<file path="src/hw/telemetry_bank_pkg.sv">
// Package of constants and types for the status and telemetry register bank.
//
// Functional notes
// - Command status byte flags seven communication faults.
// - Writing one clears only that command flag.
// - New command status flag raises alert event.
// - Vendor status byte reports seven internal conditions.
// - Any vendor flag sets status word bit.
// - Vendor flags write-one-clear; fault log needs erase.
// - Pin state word reports supply, pins, good.
// - ADC invalid flag asserted through start-up.
// - Pin bits true-high, two bytes, read-only.
// - Common status byte reports readiness and pins.
// - Memory info bit 5 low means corrections.
// - ECC status refreshed on restore, reset, bulk.
// - Code 0x88 input voltage, 0x89 paged current.
// - Code 0x8d paged external diode temperature.
// - Code 0x8e die temperature only reported.
// - Code 0xd7 output current peak, non-paged.
// - Code 0xdd paged output voltage peak, unsigned.
// - Code 0xde input voltage peak, non-paged.
// - Codes 0xe1, 0xdf paged current, temperature peaks.
// - Code 0xf4 die temperature peak, non-paged.
// - Code 0xd8 fast ADC selector, resets zero.
// - Input voltage read-only, exponent-mantissa two bytes.
// - Peak clear or device reset clears peaks.
// - Reserved selector uses die temperature, faults.
// - Status word bit 12 flags vendor fault.
package telemetry_bank_pkg;

    // -------------------------------------------------------------------------
    // Command codes
    // -------------------------------------------------------------------------
    localparam logic [7:0] CMD_PAGE        = 8'h00;
    localparam logic [7:0] CMD_CLEAR_FLT   = 8'h03;
    localparam logic [7:0] CMD_RESTORE     = 8'h16;
    localparam logic [7:0] CMD_STATUS_WORD = 8'h79;
    localparam logic [7:0] CMD_CML_STATUS  = 8'h7e;
    localparam logic [7:0] CMD_VENDOR_STAT = 8'h80;
    localparam logic [7:0] CMD_VIN         = 8'h88;
    localparam logic [7:0] CMD_IIN         = 8'h89;
    localparam logic [7:0] CMD_VOUT        = 8'h8b;
    localparam logic [7:0] CMD_IOUT        = 8'h8c;
    localparam logic [7:0] CMD_TEMP_EXT    = 8'h8d;
    localparam logic [7:0] CMD_TEMP_DIE    = 8'h8e;
    localparam logic [7:0] CMD_FREQ        = 8'h95;
    localparam logic [7:0] CMD_POUT        = 8'h96;
    localparam logic [7:0] CMD_PIN_PWR     = 8'h97;
    localparam logic [7:0] CMD_IOUT_PK     = 8'hd7;
    localparam logic [7:0] CMD_ADC_SEL     = 8'hd8;
    localparam logic [7:0] CMD_VOUT_PK     = 8'hdd;
    localparam logic [7:0] CMD_VIN_PK      = 8'hde;
    localparam logic [7:0] CMD_TEXT_PK     = 8'hdf;
    localparam logic [7:0] CMD_IIN_PK      = 8'he1;
    localparam logic [7:0] CMD_PEAK_CLR    = 8'he3;
    localparam logic [7:0] CMD_PINS        = 8'he5;
    localparam logic [7:0] CMD_COMMON      = 8'hef;
    localparam logic [7:0] CMD_FLOG_ERASE  = 8'hec;
    localparam logic [7:0] CMD_DEV_RESET   = 8'hfd;
    localparam logic [7:0] CMD_MEM_INFO    = 8'hb6;
    localparam logic [7:0] CMD_TDIE_PK     = 8'hf4;

    // -------------------------------------------------------------------------
    // Field positions and reset values
    // -------------------------------------------------------------------------
    localparam int          CML_RSVD_BIT     = 2;
    localparam logic [7:0]  CML_VALID_MASK   = 8'hfb;
    localparam int          CML_INV_CMD_BIT  = 7;
    localparam int          CML_OTHER_LOGIC  = 0;
    localparam int          VND_FLOG_BIT     = 3;
    localparam logic [7:0]  VND_VALID_MASK   = 8'hfd;
    localparam int          SW_VENDOR_BIT    = 12;
    localparam int          ECC_BIT          = 5;
    localparam logic [7:0]  ADC_SEL_RST      = 8'h00;
    localparam logic [15:0] ADC_SEL_VALID    = 16'h177b;
    localparam logic [15:0] PEAK_RST         = 16'h0000;
    localparam logic [15:0] L16_PEAK_RST     = 16'h0000;

    // Host-side command strobe with its data word.
    typedef struct packed {
        logic        wr;
        logic        rd;
        logic [7:0]  code;
        logic [15:0] data;
    } host_req_t;

    // Per-channel measurements, all in transfer format.
    typedef struct packed {
        logic [15:0] iin;
        logic [15:0] vout;
        logic [15:0] text;
        logic [15:0] pin;
    } chan_meas_t;

    // Flag events and levels reported by the rest of the device.
    typedef struct packed {
        logic [7:0]  cml_evt;
        logic [7:0]  vnd_evt;
        logic [15:0] pins;
        logic [7:0]  common;
    } dev_flags_t;

endpackage : telemetry_bank_pkg

</file>
<file path="src/hw/telemetry_bank.sv">
// Status and telemetry register bank with peak hold and paging.
`timescale 1ns/1ps
`default_nettype none
module telemetry_bank #(
    parameter int NCH = 2
) (
    input  wire logic                           CLK_SYS,
    input  wire logic                           RST_N,
    input  wire telemetry_bank_pkg::host_req_t  HOST_REQ,
    input  wire logic                           MEAS_VALID,
    input  wire logic [15:0]                    MEAS_VIN,
    input  wire logic [15:0]                    MEAS_IOUT,
    input  wire logic [15:0]                    MEAS_TDIE,
    input  wire logic [15:0]                    MEAS_FREQ,
    input  wire logic [15:0]                    MEAS_POUT,
    input  wire telemetry_bank_pkg::chan_meas_t MEAS_CH [NCH],
    input  wire telemetry_bank_pkg::dev_flags_t DEV_FLAGS,
    input  wire logic                           STARTUP_DONE,
    input  wire logic                           ADC_CUR_BUSY,
    input  wire logic                           ECC_CORRECTED,
    input  wire logic                           NVM_BULK_READ,
    output logic [15:0]                         RD_DATA,
    output logic                                RD_VALID,
    output logic                                ALERT_EVT,
    output logic [7:0]                          ADC_SEL,
    output logic [15:0]                         STATUS_WORD_HI,
    output logic                                PEAK_CLEARED
);
    import telemetry_bank_pkg::*;

    // -------------------------------------------------------------------------
    // Input synchronisers for asynchronous pin levels
    // -------------------------------------------------------------------------
    logic [15:0] pins_s1_r;
    logic [15:0] pins_s2_r;
    logic [7:0]  comm_s1_r;
    logic [7:0]  comm_s2_r;

    always_ff @(posedge CLK_SYS or negedge RST_N) begin
        if (!RST_N) begin
            pins_s1_r <= 16'h0000;
            pins_s2_r <= 16'h0000;
            comm_s1_r <= 8'h00;
            comm_s2_r <= 8'h00;
        end else begin
            pins_s1_r <= DEV_FLAGS.pins;
            pins_s2_r <= pins_s1_r;
            comm_s1_r <= DEV_FLAGS.common;
            comm_s2_r <= comm_s1_r;
        end
    end

    // -------------------------------------------------------------------------
    // Command decode
    // -------------------------------------------------------------------------
    logic wr_page;
    logic wr_cml;
    logic wr_vnd;
    logic wr_sel;
    logic clr_all;
    logic clr_peaks;
    logic flog_erase;
    logic ecc_refresh;
    logic sel_reserved;

    assign wr_page     = HOST_REQ.wr && HOST_REQ.code == CMD_PAGE;
    assign wr_cml      = HOST_REQ.wr && HOST_REQ.code == CMD_CML_STATUS;
    assign wr_vnd      = HOST_REQ.wr && HOST_REQ.code == CMD_VENDOR_STAT;
    assign wr_sel      = HOST_REQ.wr && HOST_REQ.code == CMD_ADC_SEL;
    assign clr_all     = HOST_REQ.wr && HOST_REQ.code == CMD_CLEAR_FLT;
    assign clr_peaks   = HOST_REQ.wr && (HOST_REQ.code == CMD_PEAK_CLR
                                      || HOST_REQ.code == CMD_DEV_RESET);
    assign flog_erase  = HOST_REQ.wr && HOST_REQ.code == CMD_FLOG_ERASE;
    assign ecc_refresh = NVM_BULK_READ || (HOST_REQ.wr && (HOST_REQ.code == CMD_RESTORE
                                      || HOST_REQ.code == CMD_DEV_RESET));

    // -------------------------------------------------------------------------
    // Page pointer and fast ADC selector
    // -------------------------------------------------------------------------
    logic       page_r;
    logic [7:0] adc_sel_r;

    always_ff @(posedge CLK_SYS or negedge RST_N) begin
        if (!RST_N) begin
            page_r <= 1'b0;
        end else if (wr_page) begin
            page_r <= HOST_REQ.data[0];
        end
    end

    always_ff @(posedge CLK_SYS or negedge RST_N) begin
        if (!RST_N) begin
            adc_sel_r <= ADC_SEL_RST;
        end else if (wr_sel) begin
            adc_sel_r <= HOST_REQ.data[7:0];
        end
    end

    // Upper selector values and holes in the table are reserved.
    assign sel_reserved = (adc_sel_r[7:4] != 4'h0) || !ADC_SEL_VALID[adc_sel_r[3:0]];

    always_ff @(posedge CLK_SYS or negedge RST_N) begin
        if (!RST_N) begin
            ADC_SEL <= 8'h00;
        end else begin
            ADC_SEL <= sel_reserved ? 8'h04 : adc_sel_r;
        end
    end

    // -------------------------------------------------------------------------
    // Command fault status byte (write one to clear, set wins)
    // -------------------------------------------------------------------------
    logic [7:0] cml_r;
    logic [7:0] cml_set;
    logic [7:0] cml_nxt;
    logic       inv_read;

    assign inv_read = HOST_REQ.rd && sel_reserved && HOST_REQ.code == CMD_ADC_SEL;

    always_comb begin
        cml_set = DEV_FLAGS.cml_evt;
        cml_set[CML_OTHER_LOGIC] = cml_set[CML_OTHER_LOGIC] | sel_reserved;
        cml_set[CML_INV_CMD_BIT] = cml_set[CML_INV_CMD_BIT] | inv_read;
        cml_set = cml_set & CML_VALID_MASK;
        cml_nxt = cml_r;
        if (wr_cml) begin
            cml_nxt = cml_nxt & ~HOST_REQ.data[7:0];
        end
        if (clr_all) begin
            cml_nxt = 8'h00;
        end
        cml_nxt = cml_nxt | cml_set;
    end

    always_ff @(posedge CLK_SYS or negedge RST_N) begin
        if (!RST_N) begin
            cml_r <= 8'h00;
        end else begin
            cml_r <= cml_nxt;
        end
    end

    // -------------------------------------------------------------------------
    // Vendor status byte; fault log flag ignores write-one-clear
    // -------------------------------------------------------------------------
    logic [7:0] vnd_r;
    logic [7:0] vnd_nxt;
    logic [7:0] vnd_clr;

    always_comb begin
        vnd_clr = 8'h00;
        if (wr_vnd) begin
            vnd_clr = HOST_REQ.data[7:0];
        end
        if (clr_all) begin
            vnd_clr = 8'hff;
        end
        vnd_clr[VND_FLOG_BIT] = flog_erase;
        vnd_nxt = ((vnd_r & ~vnd_clr) | DEV_FLAGS.vnd_evt) & VND_VALID_MASK;
    end

    always_ff @(posedge CLK_SYS or negedge RST_N) begin
        if (!RST_N) begin
            vnd_r <= 8'h00;
        end else begin
            vnd_r <= vnd_nxt;
        end
    end

    // -------------------------------------------------------------------------
    // Alert event and status word summary
    // -------------------------------------------------------------------------
    always_ff @(posedge CLK_SYS or negedge RST_N) begin
        if (!RST_N) begin
            ALERT_EVT <= 1'b0;
        end else begin
            ALERT_EVT <= |(cml_nxt & ~cml_r) || |(vnd_nxt & ~vnd_r);
        end
    end

    always_ff @(posedge CLK_SYS or negedge RST_N) begin
        if (!RST_N) begin
            STATUS_WORD_HI <= 16'h0000;
        end else begin
            STATUS_WORD_HI <= 16'h0000;
            STATUS_WORD_HI[SW_VENDOR_BIT] <= |vnd_nxt;
        end
    end

    // -------------------------------------------------------------------------
    // Memory ECC information
    // -------------------------------------------------------------------------
    logic ecc_clean_r;
    logic booted_r;

    always_ff @(posedge CLK_SYS or negedge RST_N) begin
        if (!RST_N) begin
            ecc_clean_r <= 1'b1;
            booted_r    <= 1'b0;
        end else begin
            booted_r <= 1'b1;
            if (ecc_refresh || !booted_r) begin
                ecc_clean_r <= !ECC_CORRECTED;
            end
        end
    end

    // -------------------------------------------------------------------------
    // Peak-hold registers
    // -------------------------------------------------------------------------
    logic [15:0] pk_iout_r;
    logic [15:0] pk_vin_r;
    logic [15:0] pk_tdie_r;
    logic [15:0] pk_vout_r [NCH];
    logic [15:0] pk_iin_r  [NCH];
    logic [15:0] pk_text_r [NCH];

    // Compares two values in exponent-mantissa form by their signed value.
    function automatic logic l11_gt(input logic [15:0] a, input logic [15:0] b);
        logic signed [4:0]  ea;
        logic signed [4:0]  eb;
        logic signed [42:0] va;
        logic signed [42:0] vb;
        ea = a[15:11];
        eb = b[15:11];
        va = 43'(signed'(a[10:0])) <<< (ea + 5'sd16);
        vb = 43'(signed'(b[10:0])) <<< (eb + 5'sd16);
        return va > vb;
    endfunction : l11_gt

    always_ff @(posedge CLK_SYS or negedge RST_N) begin
        if (!RST_N) begin
            pk_iout_r <= PEAK_RST;
            pk_vin_r  <= PEAK_RST;
            pk_tdie_r <= PEAK_RST;
        end else if (clr_peaks) begin
            pk_iout_r <= PEAK_RST;
            pk_vin_r  <= PEAK_RST;
            pk_tdie_r <= PEAK_RST;
        end else if (MEAS_VALID) begin
            if (l11_gt(MEAS_IOUT, pk_iout_r)) pk_iout_r <= MEAS_IOUT;
            if (l11_gt(MEAS_VIN, pk_vin_r))   pk_vin_r  <= MEAS_VIN;
            if (l11_gt(MEAS_TDIE, pk_tdie_r)) pk_tdie_r <= MEAS_TDIE;
        end
    end

    generate
        for (genvar ch = 0; ch < NCH; ch++) begin : g_peak
            always_ff @(posedge CLK_SYS or negedge RST_N) begin
                if (!RST_N) begin
                    pk_vout_r[ch] <= L16_PEAK_RST;
                    pk_iin_r[ch]  <= PEAK_RST;
                    pk_text_r[ch] <= PEAK_RST;
                end else if (clr_peaks) begin
                    pk_vout_r[ch] <= L16_PEAK_RST;
                    pk_iin_r[ch]  <= PEAK_RST;
                    pk_text_r[ch] <= PEAK_RST;
                end else if (MEAS_VALID) begin
                    if (MEAS_CH[ch].vout > pk_vout_r[ch]) pk_vout_r[ch] <= MEAS_CH[ch].vout;
                    if (l11_gt(MEAS_CH[ch].iin, pk_iin_r[ch])) pk_iin_r[ch] <= MEAS_CH[ch].iin;
                    if (l11_gt(MEAS_CH[ch].text, pk_text_r[ch])) pk_text_r[ch] <= MEAS_CH[ch].text;
                end
            end
        end
    endgenerate

    always_ff @(posedge CLK_SYS or negedge RST_N) begin
        if (!RST_N) begin
            PEAK_CLEARED <= 1'b0;
        end else begin
            PEAK_CLEARED <= clr_peaks;
        end
    end

    // -------------------------------------------------------------------------
    // Pin state word
    // -------------------------------------------------------------------------
    logic [15:0] pin_word;

    always_comb begin
        pin_word = pins_s2_r;
        pin_word[13:12] = 2'b00;
        pin_word[11] = !STARTUP_DONE || ADC_CUR_BUSY;
    end

    // -------------------------------------------------------------------------
    // Read multiplexer
    // -------------------------------------------------------------------------
    chan_meas_t  cur;
    logic [15:0] rd_nxt;

    assign cur = MEAS_CH[page_r];

    always_comb begin
        case (HOST_REQ.code)
            CMD_PAGE:        rd_nxt = {15'h0000, page_r};
            CMD_STATUS_WORD: rd_nxt = {3'b000, |vnd_r, 12'h000};
            CMD_CML_STATUS:  rd_nxt = {8'h00, cml_r};
            CMD_VENDOR_STAT: rd_nxt = {8'h00, vnd_r};
            CMD_VIN:         rd_nxt = MEAS_VIN;
            CMD_IIN:         rd_nxt = cur.iin;
            CMD_VOUT:        rd_nxt = cur.vout;
            CMD_IOUT:        rd_nxt = MEAS_IOUT;
            CMD_TEMP_EXT:    rd_nxt = cur.text;
            CMD_TEMP_DIE:    rd_nxt = MEAS_TDIE;
            CMD_FREQ:        rd_nxt = MEAS_FREQ;
            CMD_POUT:        rd_nxt = MEAS_POUT;
            CMD_PIN_PWR:     rd_nxt = cur.pin;
            CMD_IOUT_PK:     rd_nxt = pk_iout_r;
            CMD_ADC_SEL:     rd_nxt = {8'h00, adc_sel_r};
            CMD_VOUT_PK:     rd_nxt = pk_vout_r[page_r];
            CMD_VIN_PK:      rd_nxt = pk_vin_r;
            CMD_TEXT_PK:     rd_nxt = pk_text_r[page_r];
            CMD_IIN_PK:      rd_nxt = pk_iin_r[page_r];
            CMD_TDIE_PK:     rd_nxt = pk_tdie_r;
            CMD_PINS:        rd_nxt = pin_word;
            CMD_COMMON:      rd_nxt = {8'h00, comm_s2_r[7:3], 1'b0, comm_s2_r[1:0]};
            CMD_MEM_INFO:    rd_nxt = {10'h000, ecc_clean_r, 5'h00};
            default:         rd_nxt = 16'h0000;
        endcase
    end

    always_ff @(posedge CLK_SYS or negedge RST_N) begin
        if (!RST_N) begin
            RD_DATA  <= 16'h0000;
            RD_VALID <= 1'b0;
        end else begin
            RD_VALID <= HOST_REQ.rd;
            if (HOST_REQ.rd) begin
                RD_DATA <= rd_nxt;
            end
        end
    end

endmodule : telemetry_bank
`default_nettype wire

</file>
<file path="config.mk">
export PLATFORM = sky130hd
export DESIGN_NAME = telemetry_bank
export DESIGN_NICKNAME = d
export VERILOG_FILES = /design/src/hw/telemetry_bank_pkg.sv /design/src/hw/telemetry_bank.sv
export SDC_FILE = /design/constraint.sdc
export NUM_CORES = 2
export LEC_CHECK = 0
export ABC_CLOCK_PERIOD_IN_PS = 8550
export BUFFER_PORTS_ARGS = -buffer_cell sky130_fd_sc_hd__buf_4
export CORE_MARGIN = 2
export CORE_UTILIZATION = 45
export CTS_CLUSTER_DIAMETER = 80
export DETAILED_ROUTE_END_ITERATION = 10
export PLACE_DENSITY = 0.62
export SYNTH_ARGS = -nofsm -noshare
export SYNTH_HDL_FRONTEND = slang
export SYNTH_SLANG_ARGS = --single-unit
</file>
<file path="constraint.sdc">
create_clock -name CLK_SYS -period 8.55 [get_ports CLK_SYS]
set_clock_uncertainty 0.2 [all_clocks]
set_input_delay 1.2825 -clock CLK_SYS [delete_from_list [all_inputs] [get_ports CLK_SYS]]
set_output_delay 1.2825 -clock CLK_SYS [all_outputs]
set_load 0.05 [all_outputs]
</file>
==> reports/metrics.cfg <==
[cts]
clock_sinks=238
clockBufferDepth=3
cts_tree=yes
cts_root_buf=clkbuf_16
cts.clk_slew.worst_paths_ns=0.06
post_cts_resized=0
clkLatencyLatePin_ns=0.55
postCtsSetupBuffers=0
hold_buffers=0
h-tree-depth=2
cts_buffers=36

[synthesis]
synth-edff-count=0
synth_area_leaders=dfrtp_1 (18%), mux2i_1 (13%), ha_1 (13%)
yosys.area.top_type=dfrtp_1
yosys_warnings=0
synthArstFlopShare_pct=100
synth-main-ff-cell=dfrtp_1
ys_seq_area_share_pct=18.4
synth_cell_type_count=79
synth_area_um2=32400
synth.top_cell.area_share_pct=18.3
synth_seq_cells=238
avgSynthCellArea_um2=7.34
synth_cells=4416

[placement]
place_hpwl_um=104000
port_buffers=294
place_congestion=0.987
placed_cell_area_um2=34900

[layout]
drive_above_1_share_pct=13.1
stdcell_area_um2=36000
final_util_pct=50.5
area_growth_pct=11.2
nFillCells=7096
layout.nets=5067

[timing]
finalSetupViolCount=0
worst_pin_slew_ns=1.39
slew_headroom_pct=6.15
hold_violations=0
final.period_utilization_pct=62.2
drv_slew=0
fmax_mhz=188
min_period_ns=5.32
rsz0062_at_grt=no
finalSetupTns_ns=0
whs_ns=0.141

[routing]
first_iter_violations=4166
vias_per_cell=6.34
dr.pass1.iters=10
drt-total-wl_um=132000
routedWlPerCell_um=24.2
drc_errors=0
final_antenna_net_count=0
num_vias=34535

[status]
outcome=complete, no violations

[worst_hold_path]
min_path_type=flop to flop

[die]
io_pins=324
initial_core_util_pct=45.4
fp-row-count=98
die_x_um=272
die_y_um=272
core_area_um2=71400
dieArea_um2=74200

[worst_setup_path]
crit_fanout=16
crit_required_ns=8.71
path_class=flop to flop
worstPathArrival_ns=5.48
endpoint_kind=flop
start_kind=flop

[grt]
grt_pass1_vias=31269
grt_pass1_wl_um=195000
track_usage_pct=34.0
grt_max_degree=115
overflow=0
antenna_found_initial=15

[power]
ir_worst_vdd_v=0.000195
power_mw=11.9
p_per_area_nw_per_um2=329
p_leak_nw=16.4

[flow_run]
drv_cap=0

[cell usage in the layout, fill, tap and decap left out, types with 22 or more instances in the layout]
master	Yosys	layout
dfrtp_1	237	236
mux2i_1	411	411
a22oi_1	103	103
o22ai_1	76	76
nor3_1	59	48
clkbuf_16	0	36
o21ai_0	362	362
o21bai_1	28	28
nand3_1	83	83
inv_1	115	115
a21o_1	37	37
o21a_1	34	33
nor2b_1	39	39
buf_4	17	331
a221oi_1	42	42
a211oi_1	33	33
a21boi_0	31	31
a21oi_1	332	331
nand2_1	733	733
nor2_1	383	382
nand4_1	66	66
a222oi_1	23	23
o211ai_1	22	22
o31ai_1	25	25
ha_1	326	326
nand2b_1	45	45
and2_1	26	26
mux2_2	119	119
[sequential cells by signal, summed over array words and instances, names as in the netlist, 7 cells and up]
| register | flops |
|---|---|
| pk_iin_r | 32 |
| pk_text_r | 32 |
| pk_vout_r | 32 |
| RD_DATA | 16 |
| pk_iout_r | 16 |
| pk_tdie_r | 16 |
| pk_vin_r | 16 |
| pins_s1_r | 13 |
| pins_s2_r | 13 |
| ADC_SEL | 8 |
| adc_sel_r | 8 |
| cml_r | 8 |
| comm_s1_r | 7 |
| comm_s2_r | 7 |
| vnd_r | 7 |
[per-layer routing]
layer | share of wire [%] | track usage [%] | wire [um] | vias up
met2 | 43 | 52.0 | 57000 | 1739
met4 | 4.2 | 13.0 | 5570 | 18
met3 | 10 | 7.52 | 13400 | 287
met5 | 0.098 | 0 | 129 | -
li1 | - | - | - | 16194
met1 | 42 | 46.6 | 55800 | 16297
[final timing paths]
kind,endpoint,slack [ns],cells after the start,from
max,pk_text_r[22]$_DFFE_PN0P_,3.23,14,pk_text_r[27]$_DFFE_PN0P_
min,comm_s2_r[4]$_DFF_PN0_,0.14,0,comm_s1_r[4]$_DFF_PN0_
max reg2reg,pk_text_r[22]$_DFFE_PN0P_,3.23,14,pk_text_r[27]$_DFFE_PN0P_
min reg2reg,comm_s2_r[4]$_DFF_PN0_,0.14,0,comm_s1_r[4]$_DFF_PN0_
max in group asynchronous,pk_text_r[8]$_DFFE_PN0P_,5.95,2,RST_N
min in group asynchronous,comm_s1_r[5]$_DFF_PN0_,0.60,1,RST_N
[kinds of logic after synthesis]
| logic type | after synthesis | synth area share, % |
|---|---|---|
| and+or+nand+nor | 1533 | 20.8 |
| AOI/OAI and AO/OA | 1296 | 25.3 |
| muxes | 534 | 17.1 |
| buffers and inverters | 487 | 5.93 |
| adders and majority gates | 326 | 12.6 |
| DFF | 238 | 18.4 |
| other | 2 | 0.0232 |
[power by group]
group / switching (mW) / total (mW) / internal [mW]
clock: 0.625 / 1.46 / 0.838
sequential: 0.936 / 2.43 / 1.49
combinational: 4.76 / 7.98 / 3.22
total: 6.32 / 11.9 / 5.55
[critical path: stages, from the launching register on]
cell       delay, ns
dfrtp_1         0.76
mux2_2          0.42
o21ai_0         0.54
nor2_1          0.10
nor2_1          0.16
o21ai_0         0.16
o21ai_0         0.34
ha_1            0.19
and4_1          0.19
nand4_1         0.13
or4_1           0.62
or4_4           0.58
o2111ai_1       0.13
o21ai_2         0.36
mux2i_1         0.22
[area by class of cell]
cell class	instances	area (um^2)	area share, %
diodes	10	25.0	0.0694
clock buffers	47	992	2.75
clock inverters	17	159	0.441
inverters	143	537	1.49
multi-input cells	3709	24700	68.5
flip-flops and latches	238	5960	16.5
well taps	950	1190	3.30
repair buffers	332	2500	6.94
[metrics by stage]
| stage | setup slack [ns] | instances |
|---|---|---|
| final | 3.23 | 5446 |
| after global routing | 2.87 | 5437 |
| after floorplan | 3.19 | 4434 |
| after detailed placement | 2.79 | 5372 |
| after CTS | 3.33 | 5436 |
| after global placement | 2.84 | 5372 |
[cell usage after synthesis, drive strengths merged (44+ instances only)]
master  count
nand2     733
mux2i     413
nor2      383
o21ai     367
a21oi     332
ha        326
clkbuf    284
dfrtp     237
inv       125
mux2      119
a22oi     103
nand3      83
o22ai      76
nand4      66
nor3       62
buf        60
nand2b     45
a221oi     44
Note: power is estimated with default switching activity, not from simulation.
